## config.mk

```make
export PLATFORM = sky130hd
export DESIGN_NAME = uws_host
export DESIGN_NICKNAME = d
export VERILOG_FILES = /design/src/hdl/uws_pkg.sv /design/src/hdl/uws_timer.sv /design/src/hdl/uws_host.sv
export SDC_FILE = /design/constraint.sdc
export NUM_CORES = 1
export LEC_CHECK = 0
export BUFFER_PORTS_ARGS = -buffer_cell sky130_fd_sc_hd__buf_4
export CAP_MARGIN = 5
export CORE_UTILIZATION = 25
export DETAILED_ROUTE_END_ITERATION = 7
export HOLD_SLACK_MARGIN = 0.08
export SKIP_CTS_REPAIR_TIMING = 1
export SYNTH_ARGS = -nofsm -noshare
export SYNTH_HDL_FRONTEND = slang
export SYNTH_SLANG_ARGS = --single-unit
```

## constraint.sdc

```tcl
create_clock -name sys_clk -period 2.4 [get_ports sys_clk]
set_input_delay 0.36 -clock sys_clk [delete_from_list [all_inputs] [get_ports sys_clk]]
set_output_delay 0.36 -clock sys_clk [all_outputs]
set_load 0.005 [all_outputs]
```

## src/hdl/uws_pkg.sv

```systemverilog
package uws_pkg;
	// Pin sequencing, in cycles of sys_clk (8 ns)
	localparam int unsigned CLK_PERIOD_NS = 8;
	localparam int unsigned SETUP_TIME_NS = 40;
	localparam int unsigned PULSE_TIME_NS = 40;
	localparam int unsigned SETUP_CYC = (SETUP_TIME_NS + CLK_PERIOD_NS - 1) / CLK_PERIOD_NS;
	localparam int unsigned PULSE_CYC = (PULSE_TIME_NS + CLK_PERIOD_NS - 1) / CLK_PERIOD_NS;
	localparam int unsigned CNT_W = 8;
	// Wiper code space
	localparam int unsigned CODE_W = 6;
	localparam logic [5:0] CODE_MIN = 6'h00;
	localparam logic [5:0] CODE_MAX = 6'h3F;
	localparam logic [5:0] CODE_DEFAULT = 6'h1F;
	localparam int unsigned STEP_W = 7;

	typedef enum logic [5:0] {
		UWS_IDLE = 6'h01,
		UWS_SETUP = 6'h02,
		UWS_SELECT = 6'h04,
		UWS_LOW = 6'h08,
		UWS_HIGH = 6'h10,
		UWS_PARK = 6'h20
	} uws_state_t;
endpackage

```

## src/hdl/uws_timer.sv

```systemverilog
`timescale 1ns/1ps
module uws_timer (
	// Clock and reset
	input wire logic sys_clk,
	input wire logic srst,
	// Control
	input wire logic load,
	input wire logic [uws_pkg::CNT_W-1:0] load_val,
	// Status
	output logic done
);
	import uws_pkg::*;

	logic [CNT_W-1:0] cnt_reg;

	always_ff @(posedge sys_clk) begin
		if (srst) begin
			cnt_reg <= '0;
		end else if (load) begin
			cnt_reg <= load_val;
		end else if (cnt_reg != '0) begin
			cnt_reg <= cnt_reg - 1'b1;
		end
	end

	// Load must not feed done: done steers the state decode, which makes load
	assign done = (cnt_reg == '0);
endmodule // uws_timer

```

## src/hdl/uws_host.sv

```systemverilog
`timescale 1ns/1ps
// Operation
// - Host starts every command from idle-high chip select.
// - Host sets step line high before chip select low for increment.
// - Host returns chip select idle promptly after last step.
// - New command may follow chip select return immediately.
// - Host forms no command while supply is below minimum.
module uws_host (
	// Clock and reset
	input wire logic sys_clk,
	input wire logic srst,
	// Command request
	input wire logic cmd_valid,
	input wire logic cmd_up,
	input wire logic cmd_hv,
	input wire logic cmd_end_high,
	input wire logic [uws_pkg::STEP_W-1:0] cmd_steps,
	output logic cmd_ready,
	// Supply status
	input wire logic supply_ok,
	input wire logic supply_restored,
	// Device pins
	output logic sel_low,
	output logic select_extra_high_level,
	output logic step_line,
	// Status
	output logic [uws_pkg::CODE_W-1:0] wiper_est,
	output logic busy
);
	import uws_pkg::*;

	uws_state_t state_reg, state_next;
	logic up_reg;
	logic hv_reg;
	logic end_high_reg;
	logic [STEP_W-1:0] left_reg;
	logic tmr_load;
	logic [CNT_W-1:0] tmr_val;
	logic tmr_done;

	uws_timer u_timer (
		.sys_clk(sys_clk),
		.srst(srst),
		.load(tmr_load),
		.load_val(tmr_val),
		.done(tmr_done)
	);

	// Each phase change reloads the timer
	assign tmr_load = (state_next != state_reg);
	assign tmr_val = (state_next == UWS_LOW || state_next == UWS_HIGH) ?
		CNT_W'(PULSE_CYC) : CNT_W'(SETUP_CYC);

	always_comb begin
		state_next = state_reg;
		case (state_reg)
			UWS_IDLE: begin
				// No command while supply is out of range
				if (cmd_valid && supply_ok) begin
					state_next = UWS_SETUP;
				end
			end
			UWS_SETUP: begin
				if (tmr_done) begin
					state_next = UWS_SELECT;
				end
			end
			UWS_SELECT: begin
				if (tmr_done) begin
					state_next = (left_reg == '0) ? UWS_PARK : UWS_LOW;
				end
			end
			UWS_LOW: begin
				if (tmr_done) begin
					state_next = UWS_HIGH;
				end
			end
			UWS_HIGH: begin
				if (tmr_done) begin
					state_next = (left_reg == '0) ? UWS_PARK : UWS_LOW;
				end
			end
			UWS_PARK: begin
				if (tmr_done) begin
					state_next = UWS_IDLE;
				end
			end
			default: begin
				state_next = UWS_IDLE;
			end
		endcase
	end

	always_ff @(posedge sys_clk) begin
		if (srst) begin
			state_reg <= UWS_IDLE;
		end else if (!supply_ok) begin
			state_reg <= UWS_IDLE;
		end else begin
			state_reg <= state_next;
		end
	end

	// Command latch
	always_ff @(posedge sys_clk) begin
		if (srst) begin
			up_reg <= 1'b0;
			hv_reg <= 1'b0;
			end_high_reg <= 1'b0;
			left_reg <= '0;
		end else if (state_reg == UWS_IDLE && cmd_valid && supply_ok) begin
			up_reg <= cmd_up;
			hv_reg <= cmd_hv;
			end_high_reg <= cmd_end_high;
			left_reg <= cmd_steps;
		end else if (state_reg != UWS_HIGH && state_next == UWS_HIGH) begin
			left_reg <= left_reg - 1'b1;
		end
	end

	// Pin drive; every pin comes from a flop
	always_ff @(posedge sys_clk) begin
		if (srst || !supply_ok) begin
			sel_low <= 1'b0;
		end else begin
			case (state_next)
				UWS_SELECT: begin
					sel_low <= !hv_reg;
				end
				UWS_LOW, UWS_HIGH, UWS_PARK: begin
					sel_low <= sel_low;
				end
				default: begin
					sel_low <= 1'b0;
				end
			endcase
		end
	end

	always_ff @(posedge sys_clk) begin
		if (srst || !supply_ok) begin
			select_extra_high_level <= 1'b0;
		end else begin
			case (state_next)
				UWS_SELECT: begin
					select_extra_high_level <= hv_reg;
				end
				UWS_LOW, UWS_HIGH, UWS_PARK: begin
					select_extra_high_level <= select_extra_high_level;
				end
				default: begin
					select_extra_high_level <= 1'b0;
				end
			endcase
		end
	end

	always_ff @(posedge sys_clk) begin
		if (srst || !supply_ok) begin
			step_line <= 1'b0;
		end else begin
			case (state_next)
				UWS_SETUP: begin
					// Direction straight from the request on the taking edge
					step_line <= (state_reg == UWS_IDLE) ? cmd_up : up_reg;
				end
				UWS_SELECT: begin
					step_line <= up_reg;
				end
				UWS_LOW: begin
					step_line <= 1'b0;
				end
				UWS_HIGH: begin
					step_line <= 1'b1;
				end
				UWS_PARK: begin
					// A rise while selected counts as one more step, so parking may only fall
					step_line <= end_high_reg && step_line;
				end
				default: begin
					step_line <= step_line;
				end
			endcase
		end
	end

	// Host-side copy of the volatile wiper, since it cannot be read back
	always_ff @(posedge sys_clk) begin
		if (srst || supply_restored) begin
			wiper_est <= CODE_DEFAULT;
		end else if (state_reg != UWS_HIGH && state_next == UWS_HIGH && supply_ok) begin
			if (up_reg && wiper_est != CODE_MAX) begin
				wiper_est <= wiper_est + 1'b1;
			end else if (!up_reg && wiper_est != CODE_MIN) begin
				wiper_est <= wiper_est - 1'b1;
			end
		end
	end

	always_ff @(posedge sys_clk) begin
		if (srst) begin
			busy <= 1'b0;
		end else begin
			busy <= (state_next != UWS_IDLE) && supply_ok;
		end
	end

	always_ff @(posedge sys_clk) begin
		if (srst) begin
			cmd_ready <= 1'b0;
		end else begin
			cmd_ready <= (state_next == UWS_IDLE) && supply_ok;
		end
	end
endmodule // uws_host

```

==> results.md, run 1 <==
* Status: finished, final reports clean
* FFs w/ async S/R, synth at 0%
* Placed instance area at 0.002489 sq mm
* Post-synthesis sequential area ratio at about 34%
* Final Max Tran Viols at 0
* Placed Cells at 380
* Slowest CP cell: or4_4
* Rel. slew slack at around two thirds
* Hold depth at 2
* Residual DRC at 0
* Initial antenna violation count at 0
* Multiplexer share of the synthesized area at approximately 2.0%
* WHS at roughly 240 ps
* Initial core utilization at a little over a quarter
* Clock transition at path regs at around 70 ps
* GP Congestion at ~0.86
* Die area at around 0.0087 sq mm
* Post-route cell area at between 0.002 and 0.003 sq mm
* Ratio of cells with drive above 1 in the final layout at between 20% and 30%
* Reg area at between 700 and 800 sq um
* Buffers on Ports at 25
* Grt total ovfl at 0
* Num CTS Buffers at 5
* Num rows at 32
* First-pass DRT Iterations at 4
* Most common cell after layout, fill and taps aside: buf_4
* Synth top area share at roughly a third
* Yosys warnings at 0
* Reg2reg setup slack at about 86 ps
* Largest net degree at the start of global routing at 17
* Crit path largest cell delay at just under 500 ps
* Compound-cell area share of the yosys netlist at approximately 22%
* Unique masters post-synth at 59
* Fin util at 33.12%
* Setup violations, final at 0
* Peak fanout along the critical path at 7
* Crit path time final at 2314 ps
* Hold_sp: supply_restored
* Inserted Diodes at 0
* VDD IR max at 0.3874 mV
* Reg-to-Reg End: u_timer.cnt_reg[1]
* First-pass GRT wire length at between 8 and 9 mm
* Clk_lat worst skew at ~280 ps
* Fillers at between 800 and 900
* CP Data Required Time at ~2600 ps
* Yosys top cell by area: dfxtp_1
* Final setup skew at 10.34 ps
* Syn Nets at approximately 270
* Commonest non-fill, non-tap cells in the layout: 45 x buf_4, 35 x dfxtp_1, 26 x nor2_1
* Placed wire-length estimate at between 3 and 4 mm
* Seq cells post-synth at 35
* Crit path arrival time at around 2500 ps
* H-tree depth at 2
* Syn Area/Cell at about 8.5 sq um
* RSZ-0062 raised after global routing: no
* Finished Layout Cells at between 300 and 400
* Startpoint Class: flip-flop
* FF-to-FF path depth at 8
* Net count, final at 307
* Area Growth Syn to Fin at 25.11%
* Min-Delay Path Class: in -> reg
* Vias in the first global route at 1949
* Total Wirelength at ~5 mm
* Synth Cell Area at approximately 0.0021 sq mm
* Max Cap Viol at 0
* Cells after Synth at between 200 and 250
* Die Wd at between 90 and 100 microns
* Hold Crit Endpoint: wiper_est[5]
* Largest register FFs at 8
* WS Path Type: reg -> reg
* Sink Count at 35
* Multi-input logic area at 0.001314 sq mm
* Root Buffer: clkbuf_8
* Period utilization at 96.42%
* Adder-Cell Fraction of Synth Area at under 10%
* Ranking of synthesized cells by area: dfxtp_1 34%, nor2_1 4.7%, a21oi_1 4.3%
* Post-synthesis xor/xnor area fraction at around 5.9%
* PwrDens at 766.2 mW/mm^2
* Routed Antenna Nets at 0
* Ports at 26
* WL/cell at 12.77 microns
* Crit-path cells: inv_1 > ha_1 > or3b_4 > nor4b_4 > a211oi_1 > nand3_1 > or4_4 > a211oi_2
* Peak Freq at between 0.4 and 0.5 GHz
* CTS tree: built
* Simple-gate share of the synthesized area at 27.38%
* Number of flops mapped to enable cells by yosys at 0
* Iter 0 DRT Violations at 84
* Leak Pwr at around 1 nW
* Critical path buffer and inverter count at 1
* Final Hold Fails at 0
* Worst-Margin Slew at ~480 ps
* Die Ht at 93.40 microns
* Top FF cell, synth: dfxtp_1
* Vias per cell at 5.062
* Total Routing Usage GR at between 10% and 20%
* Largest family of logic cells by synthesized area: simple AND/OR/NAND/NOR gates
* WP depth at 8
* Core Region at 0.007888 sq mm
* Clock Tree Buf Depth at 2
* Crit end category: flip-flop
* Vias at 1964
* Delay-heaviest family, CP: simple AND/OR/NAND/NOR gates
* R2r startpoint: u_timer.cnt_reg[0]
-- worst max path at each step --
stage | from | end | slack [ps]
after floorplan | u_timer.cnt_reg[0] | u_timer.cnt_reg[1] | 130
after global placement | u_timer.cnt_reg[0] | u_timer.cnt_reg[1] | 50
after detailed placement | u_timer.cnt_reg[0] | left_reg[5] | -6
after CTS | u_timer.cnt_reg[0] | left_reg[5] | -40
after global routing | u_timer.cnt_reg[0] | select_extra_high_level | 10
final | u_timer.cnt_reg[0] | u_timer.cnt_reg[1] | 90
-- power breakdown --
group	switching [W]	internal (W)	leakage [nW]
combinational	0.000451	0.000369	0.673
clock	0.000224	0.000234	0.0474
sequential	0.0000745	0.000648	0.285
-- metrics by stage --
| stage | setup slack (ps) | total power (W) | setup TNS, ps |
|---|---|---|---|
| finish | 85.92 | 0.002002 | 0 |
| global placement | 50.05 | 0.001505 | 0 |
| detailed placement | -6.233 | 0.001514 | -11.77 |
| CTS | -36.28 | 0.001985 | -61.27 |
| global route | 11.31 | 0.002140 | 0 |
| floorplan | 132.5 | 0.001304 | 0 |
-- cells in the mapped netlist (6+ instances only) --
cell type  number
inv_1           9
nand3_1         6
nor2_1         26
ha_1            6
o211ai_1        6
a211oi_1       10
xnor2_1         9
nand2_1        21
nor3_1         12
dfxtp_1        35
a21oi_1        18
-- routing by layer --
| metal | global-route usage, % | wire length [microns] |
|---|---|---|
| met1 | 15.59 | 2263 |
| met2 | 20.16 | 2375 |
| met3 | 2.683 | 157 |
| met4 | 5.769 | 157 |
| met5 | 0 | 0 |
-- final cells by class --
class	count	area share, %
Multi-Input combinational cell	189	50.29
Sequential cell	35	26.82
Timing Repair Buffer	45	12.93
Tap cell	102	4.885
Clock buffer	6	3.161
Inverter	9	1.293
Clock inverter	2	0.6226
-- worst reg2reg max path, cell delays in order (launching register included) --
cell	delay [ps]
dfxtp_1	360
inv_1	80
ha_1	230
or3b_4	340
nor4b_4	80
a211oi_1	320
nand3_1	160
or4_4	490
a211oi_2	200
-- cell families (layout without fill, tap and decap cells) --
family / after synthesis / after routing
and+or+nand+nor: 101 / 101
AOI/OAI and AO/OA: 63 / 63
DFF: 35 / 35
buffers and inverters: 21 / 62
xor gates and xnor gates: 14 / 14
adders and majority gates: 7 / 7
muxes: 4 / 4
No activity file was read; power rests on OpenSTA's default activity.
==> run 2, diff against run 1 <==
--- a/config.mk
+++ b/config.mk
@@ -7,6 +7,8 @@
 export LEC_CHECK = 0
 export BUFFER_PORTS_ARGS = -buffer_cell sky130_fd_sc_hd__buf_4
 export CAP_MARGIN = 5
+export CORE_ASPECT_RATIO = 1.5
+export CORE_MARGIN = 5
 export CORE_UTILIZATION = 25
 export DETAILED_ROUTE_END_ITERATION = 7
 export HOLD_SLACK_MARGIN = 0.08
==> results.md, run 2 (synthesized netlist as in run 1, its figures left out) <==
* Largest register FFs at 8 (unchanged)
* Reg-to-Reg End: u_timer.cnt_reg[1]
* Ratio of cells with drive above 1 in the final layout at 25.61% (-0.96 points)
* WL/cell at 12.98 microns (+1.7%)
* Total Routing Usage GR at 10.39% (-2.0 points)
* Final Max Tran Viols at 0 (unchanged)
* First-pass GRT wire length at 8.707 mm (-0.48%)
* Initial antenna violation count at 0 (unchanged)
* VDD IR max at 0.4499 mV (+16%)
* Min-Delay Path Class: in -> reg
* Clock Tree Buf Depth at 2 (unchanged)
* Routed Antenna Nets at 0 (unchanged)
* Root Buffer: clkbuf_16
* Ports at 26 (unchanged)
* Largest net degree at the start of global routing at 17 (unchanged)
* Most common cell after layout, fill and taps aside: buf_4
* Clock transition at path regs at 50 ps (-20 ps)
* Crit path arrival time at 2460 ps (-60 ps)
* Grt total ovfl at 0 (unchanged)
* WHS at 252.3 ps (+12.36 ps)
* Area Growth Syn to Fin at 26.72%
* Total power at 0.002077 W (+3.8%)
* PwrDens at 785.1 mW/mm^2 (+2.5%)
* WS Path Type: reg -> reg
* Max Cap Viol at 0 (unchanged)
* Reg2reg setup slack at 140 ps (+60 ps)
* GP Congestion at 0.8451 (-2.2%)
* Hold Crit Endpoint: wiper_est[5]
* Hold depth at 2 (unchanged)
* Vias per cell at 4.938 (-2.4%)
* Startpoint Class: flip-flop
* Die Ht at 121.9 microns (+31%)
* Final setup skew at 5.612 ps (-4.733 ps)
* Num CTS Buffers at 5 (unchanged)
* RSZ-0062 raised after global routing: no
* Iter 0 DRT Violations at 91 (+8.3%)
* Die area at 0.01032 sq mm (+18%)
* Worst-Margin Slew at 522.9 ps (+46.65 ps)
* Setup violations, final at 0 (unchanged)
* Num rows at 40 (+25%)
* Peak fanout along the critical path at 6 (-1)
* Residual DRC at 0 (unchanged)
* Die Wd at 84.63 microns (-9.4%)
* R2r startpoint: left_reg[0]
* Fin util at 32.64% (-0.48 points)
* Placed wire-length estimate at 3.963 mm (+5.2%)
* Period utilization at 93.99% (-2.4 points)
* Crit end category: flip-flop
* Inserted Diodes at 0 (unchanged)
* Fillers at 883 (+8.5%)
* H-tree depth at 2 (unchanged)
* Status: finished, final reports clean
* Commonest non-fill, non-tap cells in the layout: 46 x buf_4, 35 x dfxtp_1, 26 x nor2_1
* Clk_lat worst skew at 280 ps (about the same)
* CP Data Required Time at 2610 ps (about the same)
* Sink Count at 35 (unchanged)
* Core Region at 0.008108 sq mm (+2.8%)
* Net count, final at 308 (+0.33%)
* Final Hold Fails at 0 (unchanged)
* Vias at 1926 (-1.9%)
* Rel. slew slack at 64.87% (-3.1 points)
* Crit path time final at 2256 ps (-58.32 ps)
* Hold_sp: supply_restored
* Peak Freq at 0.4433 GHz (+2.6%)
* CTS tree: built
* Vias in the first global route at 1924 (-1.3%)
* Leak Pwr at 1.019 nW (+1.3%)
* Initial core utilization at 25.76% (-0.72 points)
* First-pass DRT Iterations at 4 (unchanged)
* FF-to-FF path depth at 7 (-1)
* Buffers on Ports at 25 (unchanged)
* Total Wirelength at 5.063 mm (+2.2%)
==> run 2: how the worst max path moves through the flow <==
| stage | start | to | slack [ps] | cells after the start |
|---|---|---|---|---|
| 2_1_floorplan | u_timer.cnt_reg[0] | u_timer.cnt_reg[1] | 130 | 10 |
| 3_3_place_gp | state_reg[3] | step_line | -10 | 6 |
| 3_5_place_dp | left_reg[0] | u_timer.cnt_reg[1] | 8 | 7 |
| 4_1_cts | u_timer.cnt_reg[0] | u_timer.cnt_reg[1] | -2 | 8 |
| 5_1_grt | left_reg[0] | u_timer.cnt_reg[1] | 30 | 7 |
| 6_report | left_reg[0] | u_timer.cnt_reg[1] | 140 | 7 |
==> run 2: routing by layer <==
metal | up-vias | wire length, microns | GRT usage (%)
li1 | 978 | - | -
met1 | 906 | 2050 | 10.72
met2 | 33 | 2704 | 19.07
met3 | 9 | 150 | 1.691
met4 | 0 | 158 | 6.832
met5 | - | 0 | 0
==> run 2: critical path: stages, from the launching register on <==
cell	delay, ps
dfxtp_1	320
inv_1	60
ha_1	170
or4b_4	510
o311ai_4	250
a21oi_1	120
or4_4	550
a211oi_2	200
==> run 2: stage by stage <==
stage	cell area (sq um)	std cells	TNS [ps]	worst slack, ps
after floorplan	2088	245	0	132.5
after global placement	2500	384	-11.76	-11.76
after detailed placement	2500	384	0	8.187
after CTS	2629	390	-2.419	-2.419
after global routing	2646	390	0	25.50
final	2646	390	0	144.2
==> run 2: layout make-up <==
class | instances | area, sq um | area share [%]
Multi-Input combinational cell | 189 | 1306 | 49.36
Sequential cell | 35 | 700.7 | 26.48
Timing Repair Buffer | 46 | 345.3 | 13.05
Tap cell | 105 | 131.4 | 4.965
Clock buffer | 6 | 128.9 | 4.870
Inverter | 9 | 33.78 | 1.277
==> run 2: power by group <==
part	total (W)	switching, W	internal [W]
clock network	0.000591	0.000219	0.000372
logic	0.000755	0.000419	0.000336
registers	0.000731	0.0000805	0.000650
total	0.00208	0.000719	0.00136
